==> src/ost_pkg.sv <==
// constants for the one-time overflow supervisor timer
package ost_pkg;
   localparam logic [7:0]  RESTART_KEY_ADDR  = 8'ha6;
   localparam logic [7:0]  KEY_FIRST         = 8'h1e;
   localparam logic [7:0]  KEY_SECOND        = 8'he1;
   localparam int          COUNT_W           = 14;
   localparam logic [13:0] COUNT_RESET       = 14'h0000;
   localparam logic [13:0] COUNT_TERMINAL    = 14'h3fff;
   localparam int          TICK_DIV_SIX      = 6;
   localparam int          TICK_DIV_TWELVE   = 12;
   localparam logic [3:0]  TICK_LAST_SIX     = 4'(TICK_DIV_SIX - 1);
   localparam logic [3:0]  TICK_LAST_TWELVE  = 4'(TICK_DIV_TWELVE - 1);
   localparam logic [3:0]  TICK_RESET        = 4'h0;
   localparam int          PULSE_OSC_SIX     = 98;
   localparam int          PULSE_OSC_TWELVE  = 196;
   localparam logic [7:0]  PULSE_LAST_SIX    = 8'(PULSE_OSC_SIX - 1);
   localparam logic [7:0]  PULSE_LAST_TWELVE = 8'(PULSE_OSC_TWELVE - 1);
   localparam logic [7:0]  PULSE_RESET       = 8'h00;
   localparam logic [7:0]  READ_ZERO         = 8'h00;
   typedef enum logic [1:0] {OST_IDLE, OST_GOT_FIRST} ost_key_e;
endpackage : ost_pkg

==> src/ost_supervisor.sv <==
// one-time overflow supervisor timer with reset-out pulse
// Functional notes
// - fourteen-bit up-counter, invisible and unwritable by software
// - disabled and idle after any reset until armed
// - arm only by writing 1e then e1 to key register at a6
// - while enabled, count once per machine cycle
// - once enabled stays enabled; only hardware or overflow reset disables
// - key sequence while enabled clears the counter
// - a tick while at 3fff overflows and resets the whole device
// - reset pin high 98 oscillator periods, or 196 in twelve-clock mode
// - key register is write only; reads never return count or keys
`timescale 1ns/1ns
`default_nettype none
module ost_supervisor (
   input  wire logic       clk,
   input  wire logic       rst_n,
   input  wire logic       twelve_clock,
   input  wire logic       sfr_wr,
   input  wire logic       sfr_rd,
   input  wire logic [7:0] sfr_addr,
   input  wire logic [7:0] sfr_wdata,
   output var  logic [7:0] sfr_rdata,
   output var  logic       sfr_hit,
   output var  logic       device_reset,
   output var  logic       rst_pin_o,
   output var  logic       rst_pin_oe,
   output var  logic       armed
);
   ost_pkg::ost_key_e key_state;
   ost_pkg::ost_key_e next_key_state;
   logic [13:0]       count;
   logic [13:0]       next_count;
   logic [7:0]        pulse_cnt;
   logic [7:0]        next_pulse_cnt;
   logic [7:0]        pulse_last;
   logic              next_armed;
   logic              pulse_busy;
   logic              next_pulse_busy;
   logic              pulse_start;
   logic              pulse_end;
   logic              tick;
   logic              key_wr;
   logic              key_done;
   logic              overflow;
   logic              core_rst_n;

   // machine-cycle tick; the divider restarts with every reset
   ost_tick u_tick (
      .clk          (clk),
      .rst_n        (core_rst_n),
      .twelve_clock (twelve_clock),
      .tick         (tick)
   );

   // the overflow reset clears the key, arm and count logic and the tick divider just like the hardware reset
   assign core_rst_n = rst_n && !device_reset;
   assign key_wr     = sfr_wr && (sfr_addr == ost_pkg::RESTART_KEY_ADDR);
   assign key_done   = key_wr && (key_state == ost_pkg::OST_GOT_FIRST)
                       && (sfr_wdata == ost_pkg::KEY_SECOND);
   assign overflow   = armed && tick && (count == ost_pkg::COUNT_TERMINAL);
   assign pulse_last = twelve_clock ? ost_pkg::PULSE_LAST_TWELVE : ost_pkg::PULSE_LAST_SIX;
   // start is gated by busy so a second overflow cannot restart a running pulse
   assign pulse_start = !pulse_busy && overflow;
   assign pulse_end   = pulse_busy && (pulse_cnt >= pulse_last);

   // a first key always restarts the sequence, any other value written to the key register drops it
   always_comb begin
      next_key_state = key_state;
      case (key_state)
         ost_pkg::OST_IDLE: begin
            if (key_wr && (sfr_wdata == ost_pkg::KEY_FIRST)) begin
               next_key_state = ost_pkg::OST_GOT_FIRST;
            end
         end
         ost_pkg::OST_GOT_FIRST: begin
            if (key_wr && (sfr_wdata != ost_pkg::KEY_FIRST)) begin
               next_key_state = ost_pkg::OST_IDLE;
            end
         end
         default: begin
            next_key_state = ost_pkg::OST_IDLE;
         end
      endcase
   end

   // sequence state is cleared by the overflow reset as well
   always_ff @(posedge clk) begin
      if (!core_rst_n) begin
         key_state <= ost_pkg::OST_IDLE;
      end else begin
         key_state <= next_key_state;
      end
   end

   // no disarm path exists: armed falls only through reset
   always_comb begin
      next_armed = armed;
      if (key_done) begin
         next_armed = 1'b1;
      end
   end

   always_ff @(posedge clk) begin
      if (!core_rst_n) begin
         armed <= 1'b0;
      end else begin
         armed <= next_armed;
      end
   end

   // the counter never reaches the read path, so software cannot see it
   always_comb begin
      next_count = count;
      if (key_done) begin
         next_count = ost_pkg::COUNT_RESET;
      end else if (armed && tick) begin
         next_count = count + 14'h0001;
      end
   end

   always_ff @(posedge clk) begin
      if (!core_rst_n) begin
         count <= ost_pkg::COUNT_RESET;
      end else begin
         count <= next_count;
      end
   end

   // pulse logic runs on rst_n only so the overflow reset cannot cut it short
   always_comb begin
      next_pulse_busy = pulse_busy;
      if (pulse_start) begin
         next_pulse_busy = 1'b1;
      end else if (pulse_end) begin
         next_pulse_busy = 1'b0;
      end
   end

   // the counter idles at its last value between pulses
   always_comb begin
      next_pulse_cnt = pulse_cnt;
      if (pulse_start) begin
         next_pulse_cnt = ost_pkg::PULSE_RESET;
      end else if (pulse_busy && !pulse_end) begin
         next_pulse_cnt = pulse_cnt + 8'h01;
      end
   end

   always_ff @(posedge clk) begin
      if (!rst_n) begin
         pulse_busy <= 1'b0;
      end else begin
         pulse_busy <= next_pulse_busy;
      end
   end

   always_ff @(posedge clk) begin
      if (!rst_n) begin
         pulse_cnt <= ost_pkg::PULSE_RESET;
      end else begin
         pulse_cnt <= next_pulse_cnt;
      end
   end

   always_ff @(posedge clk) begin
      if (!rst_n) begin
         device_reset <= 1'b0;
      end else if (pulse_start) begin
         device_reset <= 1'b1;
      end else if (pulse_end) begin
         device_reset <= 1'b0;
      end
   end

   // once released the pin falls back to its pull-down level
   always_ff @(posedge clk) begin
      if (!rst_n) begin
         rst_pin_o <= 1'b0;
      end else if (pulse_start) begin
         rst_pin_o <= 1'b1;
      end else if (pulse_end) begin
         rst_pin_o <= 1'b0;
      end
   end

   always_ff @(posedge clk) begin
      if (!rst_n) begin
         rst_pin_oe <= 1'b0;
      end else if (pulse_start) begin
         rst_pin_oe <= 1'b1;
      end else if (pulse_end) begin
         rst_pin_oe <= 1'b0;
      end
   end

   // reads of the key address return zero, never the count or keys
   always_ff @(posedge clk) begin
      if (!rst_n) begin
         sfr_rdata <= ost_pkg::READ_ZERO;
      end else begin
         sfr_rdata <= ost_pkg::READ_ZERO;
      end
   end

   // hit answers reads and writes alike; the bus never waits
   always_ff @(posedge clk) begin
      if (!rst_n) begin
         sfr_hit <= 1'b0;
      end else begin
         sfr_hit <= (sfr_rd || sfr_wr) && (sfr_addr == ost_pkg::RESTART_KEY_ADDR);
      end
   end
endmodule : ost_supervisor
`default_nettype wire

==> src/ost_tick.sv <==
// machine-cycle tick generator
`timescale 1ns/1ns
`default_nettype none
module ost_tick (
   input  wire logic clk,
   input  wire logic rst_n,
   input  wire logic twelve_clock,
   output var  logic tick
);
   logic [3:0] div_cnt;
   logic [3:0] div_last;

   assign div_last = twelve_clock ? ost_pkg::TICK_LAST_TWELVE : ost_pkg::TICK_LAST_SIX;

   always_ff @(posedge clk) begin
      if (!rst_n) begin
         div_cnt <= ost_pkg::TICK_RESET;
         tick    <= 1'b0;
      end else if (div_cnt >= div_last) begin
         div_cnt <= ost_pkg::TICK_RESET;
         tick    <= 1'b1;
      end else begin
         div_cnt <= div_cnt + 4'h1;
         tick    <= 1'b0;
      end
   end
endmodule : ost_tick
`default_nettype wire
==> config.mk <==
export PLATFORM = sky130hd
export DESIGN_NAME = ost_supervisor
export DESIGN_NICKNAME = d
export VERILOG_FILES = /design/src/ost_pkg.sv /design/src/ost_supervisor.sv /design/src/ost_tick.sv
export SDC_FILE = /design/constraint.sdc
export NUM_CORES = 1
export LEC_CHECK = 0
export BUFFER_PORTS_ARGS = -buffer_cell sky130_fd_sc_hd__buf_2
export CORE_MARGIN = 5
export CORE_UTILIZATION = 51
export CTS_CLUSTER_DIAMETER = 200
export DETAILED_ROUTE_END_ITERATION = 7
export PLACE_DENSITY = 0.85
export SYNTH_ARGS = -nofsm -noshare
export SYNTH_HDL_FRONTEND = slang
export SYNTH_SLANG_ARGS = --single-unit
==> constraint.sdc <==
create_clock -name clk -period 2.3 [get_ports clk]
set_input_delay 0.23 -clock clk [delete_from_list [all_inputs] [get_ports clk]]
set_output_delay 0.23 -clock clk [all_outputs]
set_load 0.02 [all_outputs]
-- Word level (Yosys, flattened, before mapping)
Index checks and enable logic that the tools add are counted.
- bits in registers: 32
- bits of input ports: 21
- output and inout port bits: 13
- logic and storage cells: 52
- add/sub/neg operators: 3
- magnitude comparators: 2
- eq/ne operators: 8
- muxes and demuxes: 8
- bitwise operators: 2
- reduce and logical (&&, ||, !) cells: 21
- operators by type and width (cell ; count):
    == test 8 bit, second input constant ; 2
    adder 14 x 1 -> 14 bit, second input constant ; 1
    == test 14 bit, second input constant ; 1
    logical AND 1 bit ; 12
    adder 8 x 1 -> 8 bit, second input constant ; 1
    == test 8 x 5 -> 1 bit, second input constant ; 1
    greater-or-equal comparator 8 bit ; 1
    two-way mux 8 bit ; 1
    inequality test 8 x 5 -> 1 bit, second input constant ; 1
    OR reduction 2 bit ; 3
    adder 4 x 1 -> 4 bit, second input constant ; 1
    greater-or-equal comparator 4 bit ; 1
    two-way mux 2 bit ; 2
    two-way mux 4 bit ; 1
    case mux 2 bit (2 select lines) ; 1
    two-way mux 1 bit ; 3
    == test 2 x 1 -> 1 bit, second input constant ; 1
    zero test 1 bit ; 2
    zero test 2 bit ; 1
    inequality test 2 x 1 -> 1 bit, second input constant ; 1
    inequality test 2 bit, second input constant ; 1
    NOT 1 bit ; 2
    AND reduction 2 bit ; 1
    nonzero test 2 bit ; 1
    logical OR 1 bit ; 1

-- Longest topological paths before layout
Gate-level depths: netlist of the first run.
- depth after elaboration: 5
- mapped depth: 6
- mapped depth without buffers: 6

-- By module
Synthesis of the first run repeated with hierarchy kept, for this count alone.
- cells, all modules: 179
- area, all modules: 1625.3 sq um
- modules (own cells, without submodules) (module ; times used ; cells an instance ; area each (sq um) ; sequential area each (sq um)):
    ost_supervisor ; 1 ; 155 ; 1385.1 ; 520.5
    ost_tick ; 1 ; 24 ; 240.2 ; 100.1

-- Worst setup path before layout of the first run
OpenSTA, ideal clock, no wires.
- path type: reg2reg
- start: register armed
- end: register count[13]
- library setup time: 0.067 ns
- data arrival time: 1.506 ns
- data required time: 2.233 ns
- setup slack: 0.727 ns
- stages on the path, launching flop included: 5
- path buffers: 0
- period minus slack after synthesis: 1.573 ns
- path through: dfxtp_1 > and4_4 > nand3_2 > or4_4 > a21oi_2
- word-level cells in the longest chain between the ends: 1
- ends and longest elaborated chain (what ; line ; text):
    start, declared ; ost_supervisor.sv:27 ; output var logic armed
    start signal, assigned ; ost_supervisor.sv:107 ; armed <= next_armed;
    logical AND 1 bit ; ost_supervisor.sv:116 ; end else if (armed && tick) begin
    end signal, assigned ; ost_supervisor.sv:123 ; count <= ost_pkg::COUNT_RESET;
    end signal, assigned ; ost_supervisor.sv:125 ; count <= next_count;
    end, declared ; ost_supervisor.sv:31 ; logic [13:0] count;
Every way passes these cells.
A chain may end at the register's enable or synchronous reset.

-- Worst setup path after layout of the first run
- start: register pulse_cnt[5]
- end: register pulse_cnt[7]
- word-level cells in the longest chain between the ends: 4
- elaborated cells on any way between the ends: 5
- those cells by class: add/sub: 1; order compare: 1; reduce/logical: 3
- ends and longest elaborated chain (what ; line ; text):
    start, declared ; ost_supervisor.sv:33 ; logic [7:0] pulse_cnt;
    start signal, assigned ; ost_supervisor.sv:159 ; pulse_cnt <= ost_pkg::PULSE_RESET;
    start signal, assigned ; ost_supervisor.sv:161 ; pulse_cnt <= next_pulse_cnt;
    greater-or-equal comparator 8 bit ; ost_supervisor.sv:64 ; assign pulse_end = pulse_busy && (pulse_cnt >= pulse_last);
    logical AND 1 bit ; ost_supervisor.sv:64 ;
    zero test 1 bit ; ost_supervisor.sv:144 ; end else if (pulse_busy && !pulse_end) begin
    logical AND 1 bit ; ost_supervisor.sv:144 ;
Parallel ways exist; a longest one is shown, timed or not.

==> results.md, run 1 <==
* Status: finished clean
* Latest clock arrival within the worst-skew pair at 0.34 ns
* Mapped Area at 0.00170 mm²
* Initial Util at 51.7%
* Crit path max-delay family: compound AO/OA/AOI/OAI gates
* Synthesized area per cell at 9.28 µm²
* Largest stage delay on the critical path at 0.41 ns
* Share of the synthesized area in the top cell type at a little over a third
* Final instance area at approximately 0.0019 mm²
* CP cell instances: ha_1, o211ai_1, nand2b_1, or3_1, a21oi_1
* Clock Pin Slew Worst Setup and Hold Paths at 0.10 ns
* TritonCTS Buffers at 5
* Root buf cell: clkbuf_4
* Buffers on Ports at 25
* Unrepaired setup endpoints after global routing: no
* H-tree Lvls at 2
* Routed WL at 3.11 mm
* Crit. End Element: flip-flop
* Vias after detailed routing at 1392
* Syn. warnings at 0
* Peak Freq at 584 MHz
* Critical path class: flip-flop to flip-flop
* Post-synth EDFFs at 0
* First-pass GRT wire length at around 5.3 mm
* Top-count cell post-synth: dfxtp_1
* Vias per inst at around 5.4
* Commonest cells post-synth: dfxtp_1, nor2_1, nand3_1
* Vias in the first global route at 1264
* Cts repair resizes at 0
* Static Leak at 0.759 nW
* Placed Area at 0.00183 mm²
* Reg2reg setup slack at 0.59 ns
* Cell variety after synth at 43
* Setup Viol. Count Final at 0
* Final Critical Period at 1.71 ns
* Worst R2R Path Depth at 5
* Initial antenna violation count at 0
* Worst Path Required at around 2.6 ns
* Worst path buffer plus inverter count at 0
* Post-synth top area cell: dfxtp_1
* Fin. Hold Viols at 0
* Fin Clk Skew at roughly 0.014 ns
* Max IR drop VDD at 264 µV
* HP Start: sfr_rd
* Crit Reg-Reg Startpoint: pulse_cnt[5]
* Row cnt at 21
* Grt ovf at 0
* Die area at 0.00458 mm²
* Final Util at between 50% and 60%
* I/O pins at 34
* Iteration-0 DRC count of the detailed router at between 70 and 80
* Critical path origin: pulse_cnt[5]
* WP depth at 5
* DRC violations left at 0
* Power Density at 498 mW/mm²
* Pre-CTS WS at between 0.5 and 0.6 ns
* Max-cap viol count at 0
* Die Width at approximately 68 µm
* Crit path launch type: flip-flop
* Synth-to-layout area growth at 10.8%
* Clk buf depth at 2
* Crit path max fanout at 5
* Routed len/inst at 12.0 µm
* CTS Hold Bufs at 0
* Main flop type after synthesis: dfxtp_1
* Fin nets at 242
* Depth of the worst hold-timing path at 2
* Critical Path AT at between 1.5 and 2 ns
* Die height at 67.7 µm
* Largest net degree at the start of global routing at 11
* Hold Crit Class: input pin to flip-flop
* DP Wirelength at 2.42 mm
* GRT Total Usage at 15.5%
* CTS tree: done
* DR pass1 iterations at 4
* CORE AREA at 0.00328 mm²
* Max-slew violations at 0
* Mapped Cells at 183
* Period utilisation layout at 74.4%
* Crit-path slowest cell: dfxtp_1
* Setup TNS at 0 ns
* Sink Count at 31
* Seq/Total Area, Yosys at 36.6%
* Fraction of layout cells with a size suffix above 1 at a little over a fifth
* Antenna cells at 0
* Synth async-reset ratio at 0%
* # fillers at approximately 290
* Main area contributors after synthesis: dfxtp_1, ha_1, nor2_1
* Worst Setup Slack, final at 0.588 ns
* GPL Wtd Cong at 0.804
* Antenna Nets Post-Route at 0
* #FFs+latches synth at 31
* Post-CTS Setup Bufs at 0
-- path summary, 6_finish.rpt --
path | end
hold reg to reg | key_state[0]
setup reg to reg | pulse_cnt[7]
hold / removal | sfr_hit
setup / recovery | pulse_cnt[7]
-- kinds of logic (layout without fill, tap and decap cells) --
logic type / Yosys count / count (layout) / share of synthesized area, %
adders and majority gates: 9 / 9 / 6.63
other: 1 / 8 / 0.221
DFF: 31 / 31 / 36.6
buffers and inverters: 13 / 36 / 5.53
AOI/OAI and AO/OA: 27 / 27 / 12.7
and+or+nand+nor: 86 / 86 / 30.1
xor gates and xnor gates: 16 / 16 / 8.25
-- per-stage QoR --
| step | instances | total power, mW | hold slack (ns) |
|---|---|---|---|
| 2_1_floorplan | 190 | 0.625 | 0.358 |
| 5_1_grt | 259 | 0.993 | 0.139 |
| 3_5_place_dp | 251 | 0.647 | 0.455 |
| 4_1_cts | 259 | 0.949 | 0.137 |
| 6_report | 259 | 0.936 | 0.144 |
| 3_3_place_gp | 251 | 0.642 | 0.444 |
-- layout make-up --
type	count	area, µm²	area share [%]
multi-input combinational	146	1010	53.7
sequential	31	621	33.0
timing repair buffer	26	133	7.05
tap	46	57.6	3.06
clock buffer	5	37.5	2.00
clock inverter	3	15.0	0.798
inverter	2	7.51	0.399
-- cell usage in the layout, fill, tap and decap left out, types with 3 or more instances in the layout --
| master | Yosys | layout |
|---|---|---|
| clkinv_2 | 0 | 3 |
| nor2_1 | 21 | 21 |
| nand3_1 | 11 | 11 |
| nand4b_1 | 3 | 3 |
| xor2_1 | 7 | 7 |
| and2_1 | 4 | 4 |
| dfxtp_1 | 31 | 31 |
| o21ai_0 | 4 | 4 |
| nor3_1 | 6 | 6 |
| nand2_1 | 10 | 10 |
| nand2b_1 | 3 | 3 |
| buf_2 | 0 | 25 |
| nor4_1 | 3 | 3 |
| clkbuf_4 | 0 | 5 |
| a21o_1 | 3 | 3 |
| a21oi_1 | 9 | 9 |
| conb_1 | 1 | 8 |
| xnor2_1 | 9 | 9 |
| or3_1 | 4 | 4 |
| nand4_1 | 7 | 7 |
| ha_1 | 9 | 9 |
-- layer usage --
layer	track usage [%]	vias to the layer above	part of all wire, %
met2	25.6	35	46
met3	5.16	6	7.5
li1	-	706	-
met4	7.59	0	2.1
met1	17.7	645	45
met5	0	-	0
-- where the power goes --
group	internal [mW]	switching, mW
Combinational	0.0366	0.0458
Clock	0.113	0.188
Sequential	0.544	0.00770
Total	0.694	0.242
-- state kept, by name, summed over array words and instances (netlist names) --
| name | flops |
|---|---|
| rst_pin_oe | 1 |
| pulse_cnt | 8 |
| count | 14 |
| u_tick.tick | 1 |
| sfr_hit | 1 |
| key_state | 1 |
| u_tick.div_cnt | 4 |
| armed | 1 |
No activity file was read; power rests on OpenSTA's default activity.
==> run 2, diff against run 1 <==
--- a/config.mk
+++ b/config.mk
@@ -5,12 +5,13 @@
 export SDC_FILE = /design/constraint.sdc
 export NUM_CORES = 1
 export LEC_CHECK = 0
+export ABC_AREA = 1
 export BUFFER_PORTS_ARGS = -buffer_cell sky130_fd_sc_hd__buf_2
 export CORE_MARGIN = 5
-export CORE_UTILIZATION = 51
+export CORE_UTILIZATION = 50
 export CTS_CLUSTER_DIAMETER = 200
 export DETAILED_ROUTE_END_ITERATION = 7
-export PLACE_DENSITY = 0.85
+export PLACE_DENSITY = 0.86
 export SYNTH_ARGS = -nofsm -noshare
 export SYNTH_HDL_FRONTEND = slang
 export SYNTH_SLANG_ARGS = --single-unit
==> constraint.sdc (replaced) <==
create_clock -name clk -period 1.5 [get_ports clk]
set_input_delay 0.15 -clock clk [delete_from_list [all_inputs] [get_ports clk]]
set_output_delay 0.15 -clock clk [all_outputs]
set_load 0.02 [all_outputs]
==> results.md, run 2 <==
* Status: finished clean
* WP depth at 7
* Mux cell area share after synthesis at 0%
* Max-cap viol count at 0
* Clk pwr share at 46.8%
* Most common cell after layout, fill and taps aside: nand2_1
* Fraction of layout cells with a size suffix above 1 at between 20 and 25%
* Routed len/inst at 10.7 µm
* Crit. End Element: flip-flop
* Worst Setup Slack, final at 0.119 ns
* Main combinational cell family by area after synthesis: simple AND/OR/NAND/NOR gates
* Max-slew violations at 0
* Period utilisation layout at 92.1%
* Die area at 0.00512 mm²
* Root buf cell: clkbuf_8
* Max FFs per register at 14
* Setup Viol. Count Final at 0
* Antenna Nets Post-Route at 0
* Synth async-reset ratio at 0%
* Mapped Cells at 270
* Adder-cell share of the synthesized area at between 5 and 6%
* Vias after detailed routing at 1684
* Max IR drop VDD at 569 µV
* Largest stage delay on the critical path at 0.39 ns
* Crit path max-delay family: simple AND/OR/NAND/NOR gates
* Grt ovf at 0
* Commonest non-fill, non-tap cells in the layout: nand2_1, nor2_1, inv_1, dfxtp_1, buf_2
* Placed Area at ~0.0020 mm²
* Pre-CTS WS at 0.0703 ns
* Initial Util at 51.8%
* #FFs+latches synth at 31
* Net Sw Frac at 22.2%
* Power Density at 836 mW/mm²
* Clk buf depth at 2
* DR pass1 iterations at 4
* GRT Total Usage at 15.3%
* Syn. warnings at 0
* Clock Pin Slew Worst Setup and Hold Paths at 0.07 ns
* Initial antenna violation count at 0
* Mapped Area at around 0.0019 mm²
* Post-synth EDFFs at 0
* Main flop type after synthesis: dfxtp_1
* CTS tree: done
* Peak Freq at 724 MHz
* Final instance area at 0.00218 mm²
* Critical Path AT at 1.56 ns
* Die height at 71.6 µm
* Antenna cells at 0
* Area fraction in compound gates after synthesis at 7.06%
* Cell variety after synth at 29
* Depth of the worst hold-timing path at 3
* Latest clock arrival within the worst-skew pair at 0.28 ns
* Fin. Hold Viols at 0
* Worst Path Required at 1.68 ns
* Cell Count Post-Placement at 342
* Psw at 0.404 mW
* Hold Crit Class: input pin to flip-flop
* Buffers on Ports at 25
* Share of the synthesized area in the top cell type at around a third
* Main area contributors after synthesis: dfxtp_1, nand2_1, nor2_1
* TritonCTS Buffers at 5
* CP cell instances: ha_1, nand2_1, nand3_1, nand2_4, nand2_4, nand2_1, a21oi_2
* DRC violations left at 0
* Seq/Total Area, Yosys at roughly a third
* Register bank with the most flops: count
* Min Hold Slack at 0.122 ns
* Static Leak at around 0.99 nW
* Crit-path slowest cell: dfxtp_1
* Die Width at 71.6 µm
* Worst R2R Path Depth at 7
* Setup TNS at 0 ns
* Vias in the first global route at 1525
* Sink Count at 31
* Row cnt at 22
* Total power at 1.83 mW
* Final Util at 59.7%
* Crit path launch type: flip-flop
* I/O pins at 34
* Regs by FF count: count: 14 flops, pulse_cnt: 8 flops, u_tick.div_cnt: 4 flops
* Sequential Power Share at 46.4%
* Fin nets at around 330
* DP Wirelength at around 2.9 mm
* Unrepaired setup endpoints after global routing: no
* Largest net degree at the start of global routing at 11
* Synth Area in XOR/XNOR at 5.54%
* Top-count cell post-synth: nand2_1
* Final Critical Period at 1.38 ns
* H-tree Lvls at 2
* Worst path buffer plus inverter count at 0
* Iteration-0 DRC count of the detailed router at 109
* Synthesized area per cell at around 7.0 µm²
* Vias per inst at 4.80
* Post-synth top area cell: dfxtp_1
* Fin Clk Skew at roughly 0.0034 ns
* Synth-to-layout area growth at 15.2%
* Non-Filler Instances at around 350
* Crit path max fanout at 9
* Simple-gate area share of the yosys netlist at about 37%
* Commonest cells post-synth: nand2_1, nor2_1, inv_1
* Critical path class: flip-flop to flip-flop
* GPL Wtd Cong at 0.859
* Share of power burned in combinational logic at 6.9%
* First-pass GRT wire length at about 6.3 mm
* Routed WL at 3.75 mm
* Power Internal at ~1.4 mW
* CORE AREA at between 0.003 and 0.004 mm²
-- run 2: cells by family after synthesis --
| kind of cell | Yosys count |
|---|---|
| buf+inv | 47 |
| xor+xnor | 12 |
| simple gates | 148 |
| other cells | 1 |
| compound gates | 22 |
| flops | 31 |
| fa+ha+maj | 9 |
-- run 2: final timing paths --
check | start | endpoint | slack [ns]
hold / removal | sfr_rd | sfr_hit | 0.12
hold reg to reg | u_tick.div_cnt[0] | u_tick.div_cnt[0] | 0.49
setup / recovery | pulse_cnt[1] | pulse_cnt[0] | 0.12
setup reg to reg | pulse_cnt[1] | pulse_cnt[0] | 0.12
-- run 2: power by group through the flow --
stage | registers, mW | logic [mW] | clock network, mW
5_1_grt | 0.848 | 0.145 | 0.921
3_3_place_gp | 0.864 | 0.120 | 0
2_1_floorplan | 0.862 | 0.0971 | 0
6_report | 0.846 | 0.126 | 0.854
4_1_cts | 0.845 | 0.125 | 0.877
3_5_place_dp | 0.864 | 0.125 | 0
-- run 2: area by class of cell --
cell class	count	area, µm²
Fill cell	341	1480
Multi-Input combinational cell	199	1090
Sequential cell	31	622
Timing Repair Buffer	28	148
Inverter	37	144
Clock buffer	6	82.6
Tap cell	48	60.1
Clock inverter	2	35.0
-- run 2: metal layers --
metal	vias to the layer above	global-route usage, %	routed length, µm
met5	-	0	0
met4	0	6.05	72
met3	9	6.17	142
met2	24	25.9	1970
met1	761	17.2	1570
li1	890	-	-
-- run 2: what timing repair did --
item	in CTS	in global routing
hold buffers	0	0
resized for setup	0	3
endpoints found under the setup margin	0	1
buffers inserted	0	1
-- run 2: worst register-to-register path: cells and delay by family (launching register included) --
kind	cells	cell delay, ns
AND/OR/NAND/NOR	5	0.58
flip-flops	1	0.39
adder cells (fa/ha/maj)	1	0.25
AO/OA/AOI/OAI	1	0.06
==> run 3, diff against run 2 <==
--- a/config.mk
+++ b/config.mk
@@ -7,7 +7,6 @@
 export LEC_CHECK = 0
 export ABC_AREA = 1
 export BUFFER_PORTS_ARGS = -buffer_cell sky130_fd_sc_hd__buf_2
-export CORE_MARGIN = 5
 export CORE_UTILIZATION = 50
 export CTS_CLUSTER_DIAMETER = 200
 export DETAILED_ROUTE_END_ITERATION = 7
==> results.md, run 3 (synthesis results as in run 2) <==
* Min Hold Slack at 0.116 ns
* Vias in the first global route at 1600
* Sink Count at 31
* Max FFs per register at 14
* CP cell instances: ha_1, nand2_2, inv_1, nand2_1, nand2_2, a21oi_2, nand2_1, a21oi_2
* Regs by FF count: count: 14 flops, pulse_cnt: 8 flops, u_tick.div_cnt: 4 flops
* Status: finished clean
* Worst Setup Slack, final at 0.124 ns
* Buffers on Ports at 25
* Register area at approximately 620 µm²
* Critical path class: flip-flop to flip-flop
* CORE AREA at 0.00366 mm²
* Multi-input logic area at between 0.001 and 0.0015 mm²
* Setup TNS at 0 ns
* Static Leak at 0.963 nW
* Largest net degree at the start of global routing at 11
* TritonCTS Buffers at 5
* Root buf cell: clkbuf_8
* Worst Path Required at 1.73 ns
* Grt ovf at 0
* Fin nets at approximately 330
* Crit Reg-Reg Startpoint: pulse_cnt[7]
* Worst path buffer plus inverter count at 1
* Crit. End Element: flip-flop
* CTS Hold Bufs at 0
* GRT Total Usage at between 20% and 30%
* Die area at 0.00404 mm²
* Crit path max fanout at 4
* Row cnt at 22
* Fin Clk Skew at roughly 0.0089 ns
* Register bank with the most flops: count
* Total power at 1.62 mW
* Cts repair resizes at 0
* DRC violations left at 0
* Max IR drop VDD at 547 µV
* Die height at 63.6 µm
* Reg2reg setup slack at about 0.12 ns
* CTS tree: done
* Power Density at 759 mW/mm²
* DR pass1 iterations at 4
* Final Critical Period at about 1.4 ns
* Antenna cells at 0
* Vias after detailed routing at 1665
* Max-slew violations at 0
* Vias per inst at 4.76
* Max-cap viol count at 0
* Iteration-0 DRC count of the detailed router at 56
* Unrepaired setup endpoints after global routing: no
* Clk buf depth at 2
* RR Endpoint: pulse_cnt[5]
* H-tree Lvls at 2
* Most common cell after layout, fill and taps aside: nand2_1
* Synth-to-layout area growth at 12.5%
* Initial Util at roughly half
* Latest clock arrival within the worst-skew pair at 0.29 ns
* Crit path max-delay family: flip-flops
* Period utilisation layout at just over 90%
* Worst R2R Path Depth at 8
* Depth of the worst hold-timing path at 3
* Peak Freq at roughly 730 MHz
* Antenna Nets Post-Route at 0
* Fraction of layout cells with a size suffix above 1 at 21.2%
* Initial antenna violation count at 0
* M3 GR Usage at 6.16%
* Clock Pin Slew Worst Setup and Hold Paths at about 0.070 ns
* Critical Path AT at 1.61 ns
* Largest stage delay on the critical path at approximately 0.38 ns
* Post-CTS Setup Bufs at 0
* Setup Viol. Count Final at 0
* Commonest non-fill, non-tap cells in the layout: nand2_1, nor2_1, inv_1, dfxtp_1, buf_2
* Pre-CTS WS at 0.0963 ns
* Worst hold endpoint: sfr_hit
* Hold Crit Class: input pin to flip-flop
* HP Start: sfr_rd
* Crit-path slowest cell: dfxtp_1
* Routed len/inst at 10.1 µm
* Most congested layer reported by global routing: met2
* DP Wirelength at 2.76 mm
* # fillers at 344
* Crit path launch type: flip-flop
* Routing usage on met2 at 35.6%
* First-pass GRT wire length at 6.40 mm
* Fin. Hold Viols at 0
* I/O pins at 34
* GR Util met1 at 22.0%
* Die Width at 63.6 µm
* GPL Wtd Cong at 0.859
* Routed WL at 3.53 mm
-- run 3: changes by cell type in the layout (fill, tap and decap cells not counted), sizes merged --
cell      previous run  this run
buf                 28        27
clkinvlp             0         1
bufinv               1         0
-- run 3: report_power, final --
group	total [mW]	switching, mW	internal [mW]
clock	0.649	0.326	0.324
sequential	0.845	0.0102	0.835
combinational	0.124	0.0748	0.0491
-- run 3: how the worst max path moves through the flow --
stage	end	slack (ns)	depth (start not counted)	from
detailed placement	pulse_cnt[0]	0.1	10	twelve_clock
CTS	pulse_cnt[0]	0.12	6	pulse_cnt[1]
floorplan	pulse_cnt[1]	0.23	7	armed
global placement	pulse_cnt[5]	0.14	10	twelve_clock
global route	count[8]	0.01	10	count[1]
finish	pulse_cnt[5]	0.12	8	pulse_cnt[7]
-- run 3: worst min-delay path, stage by stage --
cell      delay (ns)
buf_2           0.08
o211ai_1        0.07
nor2_1          0.07
-- run 3: per-layer routing --
metal,vias to the layer above,routed length [µm]
li1,892,-
met1,738,1560
met2,25,1760
met3,10,118
met4,0,91
met5,-,0
-- run 3: per-stage QoR --
stage | util [%] | instances | instance area, µm²
2_1_floorplan | - | 277 | 1920
3_3_place_gp | 55.9 | 342 | 2050
3_5_place_dp | 55.9 | 342 | 2050
4_1_cts | 58.2 | 350 | 2130
5_1_grt | 58.3 | 350 | 2130
6_report | 58.3 | 350 | 2130
-- run 3: area by class of cell --
type                            count  area share, %
Multi-Input combinational cell    199           50.7
Sequential cell                    31           29.1
Inverter                           37           6.74
Timing Repair Buffer               27           6.57
Clock buffer                        6           3.40
Tap cell                           48           2.82
Clock inverter                      2          0.587
